<file path="src/core/ersyn_pkg.sv">
// Package for the error record status syndrome block.
// Assumes a 64-bit status word reached by a plain read/write port.
package ersyn_pkg;
    localparam int STATUS_W = 64;
    localparam int POS_VALID = 30;
    localparam int POS_UNCORR = 29;
    localparam int POS_MISC_VALID = 26;
    localparam int POS_CE_LO = 24;
    localparam int POS_DEFERRED = 23;
    localparam int POS_POISON = 22;
    localparam int POS_UET_LO = 20;
    localparam int POS_CRITICAL = 19;
    localparam int POS_IMPL_LO = 8;
    localparam logic [1:0] CE_NONE = 2'h0;
    localparam logic [1:0] CE_TRANSIENT = 2'h1;
    localparam logic [1:0] CE_GENERIC = 2'h2;
    localparam logic [1:0] CE_PERSISTENT = 2'h3;
    localparam logic [1:0] FIELD_ALL_ONES = 2'h3;
    localparam logic [1:0] FIELD_ALL_ZEROS = 2'h0;
    localparam logic [1:0] UET_UNCONTAINABLE = 2'h0;
    localparam logic [1:0] UET_UNRECOVERABLE = 2'h1;
    localparam logic [1:0] UET_LATENT_OR_RESTARTABLE = 2'h2;
    localparam logic [1:0] UET_SIGNALED_OR_RECOVERABLE = 2'h3;
    localparam logic RESET_FLAG = 1'h0;
    localparam logic [1:0] RESET_FIELD2 = 2'h0;
    localparam logic [7:0] RESET_IMPL = 8'h00;
    // Filler returned for fields whose content is architecturally unknown
    localparam logic [1:0] UNKNOWN_FIELD2 = 2'h0;
    localparam logic UNKNOWN_FLAG = 1'h0;
    localparam logic [7:0] IMPL_CODE_MAX = 8'h0f;
endpackage

</file>
<file path="src/core/ersyn_status.sv">
// Syndrome portion of one error record status register.
// Assumes detection logic and the register port run on sys_clk; cold reset is rst_b,
// error recovery reset is a synchronous pulse that leaves every field alone.
// How it works
// RULE1 - Misc-valid bit 26 reads one while misc registers hold extra error info
// RULE2 - Misc-valid is write-one-to-clear, cold reset zero, kept on recovery reset
// RULE3 - Without misc info support, bit 26 reads zero and ignores writes
// RULE4 - Corrected kind: none, transient, corrected, persistent encoded 00 to 11
// RULE5 - Without transient/persistent detection, corrected errors load kind 10
// RULE6 - Two-bit fields clear on all ones, hold on zeros, else unpredictable
// RULE7 - Corrected kind, deferred, critical read unknown when record-valid is zero
// RULE8 - Deferred bit 23 set when an error was deferred, if deferral supported
// RULE9 - Poison bit 22 set for uncorrected or deferred errors caused by poison
// RULE10 - Poison reads unknown unless valid and deferred or uncorrected; one clears
// RULE11 - Uncorrected type: uncontainable, unrecoverable, latent, signaled 00 to 11
// RULE12 - Uncorrected type reads unknown when valid or uncorrected flag is zero
// RULE13 - Critical bit 19 reads one once a critical condition is recorded
// RULE14 - Syndrome fields unknown on cold reset, kept on recovery reset
// RULE15 - Eight-bit implementation code; unsupported written values read unknown
// RULE16 - Software should write ones to nonzero multi-bit fields when clearing valid
// RULE17 - Misc registers must tell software which error and class each field is
// RULE18 - Record-valid bit 30 set on any recorded error, one clears, cold reset zero
// RULE19 - Uncorrected flag bit 29 set for errors neither corrected nor deferred
// RULE20 - Record-valid and syndrome fields update in the same cycle
`timescale 1ns/10ps
module ersyn_status #(
    parameter bit MISC_INFO_SUPPORTED = 1'b1,
    parameter bit DEFER_SUPPORTED = 1'b1,
    parameter bit CE_KIND_DETECT = 1'b1
) (
    input wire logic sys_clk,
    input wire logic rst_b,
    input wire logic recovery_reset,
    input wire logic wr_en,
    input wire logic [63:0] wr_data,
    input wire logic rec_en,
    input wire logic rec_corrected,
    input wire logic [1:0] rec_ce_kind,
    input wire logic rec_deferred,
    input wire logic rec_uncorrected,
    input wire logic rec_poison,
    input wire logic [1:0] rec_uet,
    input wire logic rec_critical,
    input wire logic rec_misc_info,
    input wire logic [7:0] rec_impl_code,
    output logic [63:0] status
);
    typedef struct packed {
        logic valid;
        logic uncorrected_flag;
        logic misc_info_valid;
        logic deferred_flag;
        logic poison_flag;
        logic critical_flag;
        logic [7:0] impl_error_code;
        logic [63:0] status;
    } ersyn_state_type;

    ersyn_state_type state;
    ersyn_state_type next_state;
    logic [1:0] ce_value;
    logic [1:0] uet_value;
    logic [1:0] ce_load_value;
    logic [1:0] wr_ce;
    logic [1:0] wr_uet;
    logic ce_load;
    logic uet_load;
    logic [1:0] ce_read;
    logic [1:0] uet_read;
    logic [63:0] next_status;
    logic [1:0] next_ce_value;
    logic [1:0] next_uet_value;

    assign wr_ce = wr_data[ersyn_pkg::POS_CE_LO +: 2];
    assign wr_uet = wr_data[ersyn_pkg::POS_UET_LO +: 2];
    // Same-cycle load with the valid bit keeps the syndrome coherent
    assign ce_load = rec_en && rec_corrected; // RULE20
    assign uet_load = rec_en && rec_uncorrected; // RULE20
    // Kinds are only kept if the node can tell them apart
    assign ce_load_value = CE_KIND_DETECT ? rec_ce_kind : ersyn_pkg::CE_GENERIC; // RULE4 RULE5

    ersyn_w1c_field u_ce (
        .sys_clk(sys_clk),
        .rst_b(rst_b),
        .wr_en(wr_en),
        .wr_data(wr_ce),
        .load(ce_load),
        .load_value(ce_load_value),
        .value(ce_value)
    );

    ersyn_w1c_field u_uet (
        .sys_clk(sys_clk),
        .rst_b(rst_b),
        .wr_en(wr_en),
        .wr_data(wr_uet),
        .load(uet_load),
        .load_value(rec_uet), // RULE11
        .value(uet_value)
    );

    always_comb begin
        next_state = state;
        // Writes: each flag is one-to-clear; recording in the same cycle wins
        if (wr_en) begin
            if (wr_data[ersyn_pkg::POS_VALID]) begin
                next_state.valid = 1'b0; // RULE18
            end
            if (wr_data[ersyn_pkg::POS_UNCORR]) begin
                next_state.uncorrected_flag = 1'b0; // RULE19
            end
            if (wr_data[ersyn_pkg::POS_MISC_VALID]) begin
                next_state.misc_info_valid = 1'b0; // RULE2
            end
            if (wr_data[ersyn_pkg::POS_DEFERRED]) begin
                next_state.deferred_flag = 1'b0; // RULE7
            end
            if (wr_data[ersyn_pkg::POS_POISON]) begin
                next_state.poison_flag = 1'b0; // RULE10
            end
            if (wr_data[ersyn_pkg::POS_CRITICAL]) begin
                next_state.critical_flag = 1'b0; // RULE7
            end
            // Unsupported codes are simply stored; the read-back is unpredictable anyway
            next_state.impl_error_code = wr_data[ersyn_pkg::POS_IMPL_LO +: 8]; // RULE15
        end
        if (rec_en) begin
            next_state.valid = 1'b1; // RULE18 RULE20
            if (rec_uncorrected && !(DEFER_SUPPORTED && rec_deferred)) begin
                next_state.uncorrected_flag = 1'b1; // RULE19
            end
            if (DEFER_SUPPORTED && rec_deferred) begin
                next_state.deferred_flag = 1'b1; // RULE8
            end
            // Poison only accompanies uncorrected or deferred errors
            if (rec_poison && (rec_uncorrected || (DEFER_SUPPORTED && rec_deferred))) begin
                next_state.poison_flag = 1'b1; // RULE9
            end
            if (rec_critical) begin
                next_state.critical_flag = 1'b1; // RULE13
            end
            if (MISC_INFO_SUPPORTED && rec_misc_info) begin
                next_state.misc_info_valid = 1'b1; // RULE1 RULE17
            end
            next_state.impl_error_code = rec_impl_code; // RULE15 RULE20
        end
        if (!MISC_INFO_SUPPORTED) begin
            next_state.misc_info_valid = 1'b0; // RULE3
        end
        // Mirror of the field submodules' next value, so status can be a plain flop
        next_ce_value = ce_value;
        if (wr_en && wr_ce == ersyn_pkg::FIELD_ALL_ONES) begin
            next_ce_value = ersyn_pkg::CE_NONE; // RULE6
        end
        if (ce_load) begin
            next_ce_value = ce_load_value;
        end
        next_uet_value = uet_value;
        if (wr_en && wr_uet == ersyn_pkg::FIELD_ALL_ONES) begin
            next_uet_value = ersyn_pkg::CE_NONE; // RULE6
        end
        if (uet_load) begin
            next_uet_value = rec_uet;
        end
        // Readback view from the state as it will stand after this edge
        next_status = '0;
        ce_read = ersyn_pkg::UNKNOWN_FIELD2;
        uet_read = ersyn_pkg::UNKNOWN_FIELD2;
        if (next_state.valid) begin
            ce_read = next_ce_value; // RULE7
            if (next_state.uncorrected_flag) begin
                uet_read = next_uet_value; // RULE12
            end
        end
        next_status[ersyn_pkg::POS_VALID] = next_state.valid;
        if (next_state.valid) begin
            next_status[ersyn_pkg::POS_UNCORR] = next_state.uncorrected_flag;
            next_status[ersyn_pkg::POS_DEFERRED] = next_state.deferred_flag; // RULE7
            next_status[ersyn_pkg::POS_CRITICAL] = next_state.critical_flag; // RULE7
            next_status[ersyn_pkg::POS_IMPL_LO +: 8] = next_state.impl_error_code;
            if (next_state.deferred_flag || next_state.uncorrected_flag) begin
                next_status[ersyn_pkg::POS_POISON] = next_state.poison_flag; // RULE10
            end
        end
        next_status[ersyn_pkg::POS_MISC_VALID] = next_state.misc_info_valid; // RULE1 RULE3
        next_status[ersyn_pkg::POS_CE_LO +: 2] = ce_read;
        next_status[ersyn_pkg::POS_UET_LO +: 2] = uet_read;
        next_state.status = next_status;
    end

    // Output straight from the state register
    assign status = state.status;

    // Cold reset only; recovery_reset is deliberately not a reset term
    always_ff @(posedge sys_clk or negedge rst_b) begin
        if (!rst_b) begin
            state <= '{valid: ersyn_pkg::RESET_FLAG, // RULE2 RULE14 RULE18
                       uncorrected_flag: ersyn_pkg::RESET_FLAG,
                       misc_info_valid: ersyn_pkg::RESET_FLAG,
                       deferred_flag: ersyn_pkg::RESET_FLAG,
                       poison_flag: ersyn_pkg::RESET_FLAG,
                       critical_flag: ersyn_pkg::RESET_FLAG,
                       impl_error_code: ersyn_pkg::RESET_IMPL,
                       status: '0};
        end else begin
            state <= next_state; // RULE14
        end
    end
endmodule

</file>
<file path="src/core/ersyn_w1c_field.sv">
// Two-bit write-ones-to-clear field with hardware load; load wins over clear.
// Assumes write strobes come from logic on sys_clk.
`timescale 1ns/10ps
module ersyn_w1c_field (
    input wire logic sys_clk,
    input wire logic rst_b,
    input wire logic wr_en,
    input wire logic [1:0] wr_data,
    input wire logic load,
    input wire logic [1:0] load_value,
    output logic [1:0] value
);
    typedef struct packed {
        logic [1:0] value;
    } ersyn_fld_state_type;

    ersyn_fld_state_type state;
    ersyn_fld_state_type next_state;

    always_comb begin
        next_state = state;
        if (wr_en && wr_data == ersyn_pkg::FIELD_ALL_ONES) begin
            next_state.value = ersyn_pkg::CE_NONE; // RULE6
        end else if (wr_en && wr_data != ersyn_pkg::FIELD_ALL_ZEROS) begin
            // Any mixed pattern: the stored value is unpredictable; keep it
            next_state.value = state.value; // RULE6
        end
        if (load) begin
            next_state.value = load_value;
        end
    end

    always_ff @(posedge sys_clk or negedge rst_b) begin
        if (!rst_b) begin
            state <= '{value: ersyn_pkg::RESET_FIELD2};
        end else begin
            state <= next_state;
        end
    end

    assign value = state.value;
endmodule

</file>
<file path="config.mk">
export PLATFORM = sky130hd
export DESIGN_NAME = ersyn_status
export DESIGN_NICKNAME = d
export VERILOG_FILES = /design/src/core/ersyn_pkg.sv /design/src/core/ersyn_status.sv /design/src/core/ersyn_w1c_field.sv
export SDC_FILE = /design/constraint.sdc
export NUM_CORES = 1
export LEC_CHECK = 0
export ABC_AREA = 1
export CORE_ASPECT_RATIO = 1.5
export CORE_MARGIN = 3
export CORE_UTILIZATION = 50
export DETAILED_ROUTE_END_ITERATION = 10
export DONT_BUFFER_PORTS = 1
export PLACE_DENSITY = 0.64
export SLEW_MARGIN = 5
export SYNTH_ARGS = -nofsm -noshare
export SYNTH_HDL_FRONTEND = slang
export SYNTH_SLANG_ARGS = --single-unit
</file>
<file path="constraint.sdc">
create_clock -name sys_clk -period 1.2 [get_ports sys_clk]
set_clock_uncertainty 0.1 [all_clocks]
set_input_delay 0.24 -clock sys_clk [delete_from_list [all_inputs] [get_ports sys_clk]]
set_output_delay 0.24 -clock sys_clk [all_outputs]
set_load 0.02 [all_outputs]
</file>
==> results of run 1 <==
## how the worst max path moves through the flow
stage                          start    endpoint  slack [ns]  depth (start not counted)
after floorplan               rec_en  status[14]        0.23                          6
after global routing      status[30]  status[30]        0.01                          1
after CTS                 status[30]  status[30]       0.006                          1
final                     status[30]  status[30]        0.04                          1
after global placement    status[30]  status[24]        0.20                          4
after detailed placement  status[30]  status[25]        0.20                          4
## metal layers
metal / GRT usage (%) / vias to the layer above / wire, um
met5: 0 / - / 0
met4: 5.57 / 0 / 46
met3: 4.04 / 6 / 271
met2: 26.9 / 59 / 1800
met1: 14.4 / 495 / 1060
li1: - / 536 / -
## repair_timing
item / CTS / global route
endpoints found under the setup margin: 0 / 1
hold buffers: 14 / 0
endpoints found under the hold margin: 48 / 0
resized for setup: 0 / 1
## registers in the layout, indices dropped and copies added, names as in the netlist
name         flops
state           12
status          18
u_ce.value       2
u_uet.value      2
## synth_stat cells
| library cell | instances |
|---|---|
| inv_2 | 5 |
| nand2_1 | 40 |
| o21ai_0 | 1 |
| nor2_1 | 11 |
| nand2_4 | 1 |
| buf_6 | 3 |
| a22o_2 | 1 |
| buf_12 | 1 |
| a21boi_0 | 1 |
| nand3_2 | 3 |
| inv_4 | 1 |
| or2_2 | 1 |
| nand2_2 | 2 |
| inv_1 | 14 |
| nor2_2 | 9 |
| a21oi_1 | 2 |
| conb_1 | 1 |
| inv_6 | 1 |
| o21ai_2 | 9 |
| dfrtp_1 | 34 |
| nand3_1 | 9 |
| buf_4 | 64 |
## logic make-up after synthesis
group	after synthesis
and+or+nand+nor	76
AOI/OAI and AO/OA	14
other	1
DFF	34
buffers and inverters	89
## stage by stage
step | utilization (%) | instance area (um^2) | cells | total power [mW]
final | 50.6 | 1880 | 257 | 2.69
after global routing | 50.6 | 1880 | 257 | 2.84
after CTS | 50.5 | 1880 | 257 | 2.72
after detailed placement | 44.0 | 1640 | 235 | 1.78
after global placement | 44.0 | 1640 | 235 | 1.77
after floorplan | - | 2110 | 259 | 1.96
## power by group
| part | internal (mW) | switching [mW] |
|---|---|---|
| logic | 0.129 | 0.306 |
| registers | 1.27 | 0.123 |
| clock network | 0.463 | 0.398 |
| total | 1.86 | 0.827 |
## layout make-up
class / instances / area (um^2)
clock buffer: 7 / 86.3
clock inverter: 1 / 5.00
fill: 356 / 1840
inverter: 21 / 86.3
multi-input combinational: 136 / 637
sequential: 34 / 851
tap: 43 / 53.8
timing repair buffer: 15 / 161
## layout by cell type (no fill, tap or decap), drive strengths merged
cell         count
dfrtp           34
nand2           43
a22o             1
a21oi            2
conb            46
a21boi           1
buf              2
nor2            20
or2              1
dlygate4sd3     13
clkinv           1
nand3           12
inv             21
o21ai           10
clkbuf           7
==> metrics.csv, run 1 <==
metric,value,unit
outcome,completed,
Yosys cell types,22,
largest net degree at the start of global routing,35,
DRC,0,
Vias,1096,
mux share of post-synthesis cell area,0,%
"delay-heaviest family, CP",flip-flops,
H-Tree Depth,2,
chip height,82.3,um
synthesized instance count,214,
CP startpoint kind,flop,
postcts setup bufs,0,
RSZ-0062 raised after global routing,false,
FF-to-FF path depth,4,
Synth top area share,43.9,%
max_cap viols,0,
Layout area overhead,-3.03,%
vias in the first global route,1091,
CP endpoint kind,output pin,
CP Max Fanout,2,
ant diodes,0,
routed wire length,3180,um
Synth Area in Simple Gates,18.2,%
hold-critical path endpoint,state[73],
fin worst setup slack,0.0372,ns
detailed-placement wirelength estimate,2280,um
Highest Clock Rate,860,MHz
Final Cycle Share,96.9,%
dominant combinational cell family by area after synthesis,buffers and inverters,
Worst Path Buf+Inv,1,
syn_area_per_cell,9.06,um^2
Sink Count,34,
FF-to-FF Start,status[30],
drt wl/cell,12.4,um
grt ovf,0,
setup_tns,0,ns
count of final hold-check violations,0,
Site Rows,27,
Max Buffers Root-to-Sink,2,
die width,56.9,um
share of layout cells above drive strength 1,19.6,%
sequential fraction of the synthesis area,43.9,%
critical path class,reg -> out,
Peak VDD IR,0.000911,V
post-synthesis compound-gate area fraction,5.74,%
DRT iter0 DRCs,17,
initial antenna violation count,0,
Nets,300,
first-pass GRT wire length,4910,um
CTS tree,done,
CP max-delay cell,dfrtp_1,
hold depth,2,
hold_sp,rec_en,
Ys Warns,0,
synth top area cells,"dfrtp_1 (44%), buf_4 (25%), nand2_1 (7.7%)",
Post-Syn Area,0.00194,mm^2
I/O pins,151,
clk slew on worst S/H paths,0.07,ns
DIE AREA,0.00468,mm^2
final setup fails,0,
crit-path max cell delay,0.40,ns
Initial Util,52.2,%
Min Hold Slack,0.0235,ns
final antenna-violating net count,0,
Post-Synth Adder-Cell Area,0,%
crit path cell chain,buf_6,
Skew-Pair Late Insertion Delay,0.28,ns
Crit path required time,0.86,ns
synthesis-stage register bit count,34,
vias per inst,4.26,
Buffers on Ports,0,
Hold Path Class,in -> reg,
gr usage total,14.1,%
total core area,0.00372,mm^2
Final Max Slew Viols,0,
Worst R2R Setup Slack,0.19,ns
clock root cell,clkbuf_8,
power density cells,1430,mW/mm^2
Worst EP arrival,0.82,ns
GP Congestion,0.705,
CTS buffer count,5,
xor/xnor share of the synthesized area,0,%
drt pass-1 iters,2,
dominant cell type by area after synthesis,dfrtp_1,
reg-to-reg endpoint,status[25],
fin crit period,1.16,ns
post-place setup slack,0.204,ns
LEAKAGE,1.02,nW
Power figures use the tool's default switching activity.
==> inputs of run 2 (changes only) <==
Settings changed: PLACE_DENSITY 0.64 to 0.76.
==> metrics.csv, run 2 (synthesis results as in run 1) <==
metric,value,unit
outcome,completed,
FF-to-FF path depth,4,
crit path cell chain,buf_4,
drt pass-1 iters,2,
DRC,0,
Crit path required time,0.86,ns
M3 GR Usage,4.20,%
largest net degree at the start of global routing,35,
Initial Util,52.2,%
gr usage total,13.8,%
drt wl/cell,12.3,um
CTS tree,done,
total power,2.66,mW
RSZ-0062 raised after global routing,false,
fin crit period,1.15,ns
Buffers on Ports,0,
setup_tns,0,ns
detailed-placement wirelength estimate,2290,um
CP max-delay cell,dfrtp_1,
DIE AREA,0.00468,mm^2
met2 Use GR,25.0,%
H-Tree Depth,2,
clk slew on worst S/H paths,0.07,ns
Highest Clock Rate,868,MHz
reg-to-reg endpoint,status[24],
I/O pins,151,
die width,56.9,um
hold depth,2,
postcts setup bufs,0,
ant diodes,0,
critical path class,reg -> out,
power density cells,1440,mW/mm^2
first-pass GRT wire length,4770,um
final setup fails,0,
Worst R2R Setup Slack,0.21,ns
clock root cell,clkbuf_8,
Skew-Pair Late Insertion Delay,0.28,ns
count of final hold-check violations,0,
routed wire length,3120,um
chip height,82.3,um
CP endpoint kind,output pin,
"most common cell after layout, fill and taps aside",conb_1,
Worst EP arrival,0.81,ns
CTS buffer count,5,
Finished Cell Area,0.00185,mm^2
CP Max Fanout,2,
placed inst area,0.00164,mm^2
Multi-input gate area,637,um^2
GR peak layer,met2,
met1 Usage GRT,14.8,%
post-place setup slack,0.206,ns
Worst Path Buf+Inv,1,
grt ovf,0,
Max Buffers Root-to-Sink,2,
Sink Count,34,
Final Max Slew Viols,0,
max_cap viols,0,
fin worst setup slack,0.0484,ns
Reg area,851,um^2
Final Core Density,49.7,%
hold-critical path endpoint,u_ce.value[1],
Layout area overhead,-4.77,%
LEAKAGE,1.00,nW
Site Rows,27,
Peak VDD IR,0.00107,V
max FFs per register,18,
highest-count cells in the layout ignoring fill and taps,"conb_1 (46), nand2_1 (40), dfrtp_1 (34)",
hold_sp,rec_ce_kind[1],
GP Congestion,0.719,
share of layout cells above drive strength 1,19.9,%
Fillers,371,
CP startpoint kind,flop,
vias in the first global route,999,
FF-to-FF Start,status[30],
crit-path max cell delay,0.38,ns
total core area,0.00372,mm^2
vias per inst,4.31,
Post-CTS Resized,0,
Vias,1094,
final antenna-violating net count,0,
"delay-heaviest family, CP",flip-flops,
Nets,297,
Hold Path Class,in -> reg,
Final Cycle Share,96.0,%
DRT iter0 DRCs,26,
initial antenna violation count,0,
[run 2: cell types whose count changed in the layout (fill, tap and decap cells not counted)]
cell,before,now
buf_4,0,1
dlygate4sd3_1,13,10
buf_6,1,0
[run 2: through the flow]
step	hold slack, ns	instances
CTS	0.00220	254
detailed placement	-0.155	235
finish	0.00829	254
global placement	-0.155	235
global route	0.00236	254
floorplan	-0.156	259
[run 2: power breakdown]
| part | internal, mW | total, mW | switching (mW) |
|---|---|---|---|
| combinational | 0.121 | 0.425 | 0.304 |
| sequential | 1.27 | 1.39 | 0.125 |
| clock | 0.462 | 0.839 | 0.377 |
| total | 1.85 | 2.66 | 0.805 |
[run 2: layout make-up]
| class | instances | share of cell area [%] |
|---|---|---|
| Clock buffer | 7 | 4.67 |
| Multi-Input combinational cell | 136 | 34.5 |
| Timing Repair Buffer | 12 | 6.91 |
| Sequential cell | 34 | 46.1 |
| Inverter | 21 | 4.67 |
| Tap cell | 43 | 2.91 |
| Clock inverter | 1 | 0.271 |
[run 2: worst max path at each step]
stage	from	to	slack [ns]	depth (start not counted)
final	status[30]	status[30]	0.05	1
after global routing	status[30]	status[30]	0.01	1
after global placement	status[30]	status[24]	0.21	4
after CTS	status[30]	status[30]	0.03	1
after detailed placement	status[30]	status[24]	0.21	4
after floorplan	rec_en	status[14]	0.23	6
[run 2: what timing repair did]
item | CTS | global route
hold buffers | 11 | 0
hold endpoints to repair | 46 | 0
endpoints found under the setup margin | 0 | 0
[run 2: layer usage]
layer  routed length [um]  share of wire [%]  vias to the layer above
li1                     -                  -                      530
met1                 1110                 35                      496
met2                 1660                 53                       63
met3                  301                9.6                        5
met4                   53                1.7                        0
met5                    0                  0                        -
==> inputs of run 3 (changes only) <==
--- a/constraint.sdc
+++ b/constraint.sdc
@@ -3,3 +3,3 @@
 set_input_delay 0.24 -clock sys_clk [delete_from_list [all_inputs] [get_ports sys_clk]]
 set_output_delay 0.24 -clock sys_clk [all_outputs]
-set_load 0.02 [all_outputs]
+set_load 0.005 [all_outputs]
==> metrics.csv, run 3 (synthesis results as in run 1) <==
metric,value,unit
DRC,0,
I/O pins,151,
chip height,82.3,um
DRT iter0 DRCs,6,
Peak VDD IR,0.000944,V
Vias,1120,
Buffers on Ports,0,
Final Cycle Share,86.4,%
die width,56.9,um
final antenna-violating net count,0,
NetSw,0.648,mW
Skew-Pair Late Insertion Delay,0.28,ns
first-pass GRT wire length,4940,um
setup_tns,0,ns
CTS tree,done,
Final Max Slew Viols,0,
count of final hold-check violations,0,
clock root cell,clkbuf_8,
DIE AREA,0.00468,mm^2
Logic pwr share,12.5,%
postcts setup bufs,0,
detailed-placement wirelength estimate,2300,um
sequential power share,49.6,%
largest net degree at the start of global routing,35,
CP startpoint kind,flop,
max FFs per register,18,
CP Max Fanout,2,
vias in the first global route,1077,
power density cells,1410,mW/mm^2
CP endpoint kind,output pin,
Site Rows,27,
ant diodes,0,
vias per inst,4.38,
Min Hold Slack,0.0222,ns
Worst EP arrival,0.70,ns
share of layout cells above drive strength 1,18.8,%
CTS buffer count,5,
routed wire length,3190,um
initial antenna violation count,0,
Post-CTS Resized,0,
gr usage total,14.2,%
Highest Clock Rate,964,MHz
Initial Util,52.2,%
total power,2.66,mW
GP Congestion,0.716,
sw frac,24.4,%
Sink Count,34,
max_cap viols,0,
Hold Path Class,in -> reg,
critical path class,reg -> out,
H-Tree Depth,2,
drt wl/cell,12.5,um
clk slew on worst S/H paths,0.07,ns
total core area,0.00372,mm^2
"most common cell after layout, fill and taps aside",conb_1,
drt pass-1 iters,4,
Max Buffers Root-to-Sink,2,
highest-count cells in the layout ignoring fill and taps,"conb_1 (46), nand2_1 (40), dfrtp_1 (34)",
Nets,299,
grt ovf,0,
clock power share,37.9,%
final setup fails,0,
Layout area overhead,-2.84,%
RSZ-0062 raised after global routing,false,
outcome,completed,
LEAKAGE,1.01,nW
Int Pwr,2.01,mW
Crit path required time,0.86,ns
fin crit period,1.04,ns
run 3: through the flow:
stage          utilization [%]  area, um^2  cells  worst slack, ns
2_1_floorplan                -        2110    259            0.228
3_3_place_gp              43.8        1630    234            0.177
3_5_place_dp              43.8        1630    234            0.174
4_1_cts                   50.7        1880    256            0.144
5_1_grt                   50.7        1880    256            0.114
6_report                  50.7        1880    256            0.163
run 3: layout make-up:
cell class,instances,area [um^2]
inverter,21,86.3
tap,43,53.8
clock buffer,7,76.3
multi-input combinational,136,637
sequential,34,851
fill,360,1830
timing repair buffer,14,150
clock inverter,1,30.0
run 3: layer usage:
metal,wire (um),part of all wire [%],GRT usage [%]
met1,1070,34,14.6
met2,1760,55,26.4
met3,290,9.1,3.73
met4,65,2.0,7.66
met5,0,0,0
run 3: worst paths after layout:
kind / from / end / slack (ns) / cells past startpoint
max in group asynchronous: rst_b / status[19] / 0.52 / 2
min in group asynchronous: rst_b / u_uet.value[1] / 0.30 / 2
max reg2reg: status[30] / status[24] / 0.18 / 4
min reg2reg: state[73] / state[73] / 0.37 / 2
min: rec_en / state[73] / 0.02 / 2
max: status[26] / status[26] / 0.16 / 0
run 3: repair_timing:
item                                   in CTS  in global routing
hold buffers                               14                  0
setup endpoints to repair                   0                  0
endpoints found under the hold margin      50                  0
run 3: power by group through the flow:
stage	clock [mW]	sequential [mW]	combinational [mW]
after floorplan	0	1.31	0.468
after CTS	1.05	1.32	0.334
after global routing	1.09	1.33	0.394
final	1.01	1.32	0.334
after global placement	0	1.34	0.259
after detailed placement	0	1.34	0.267
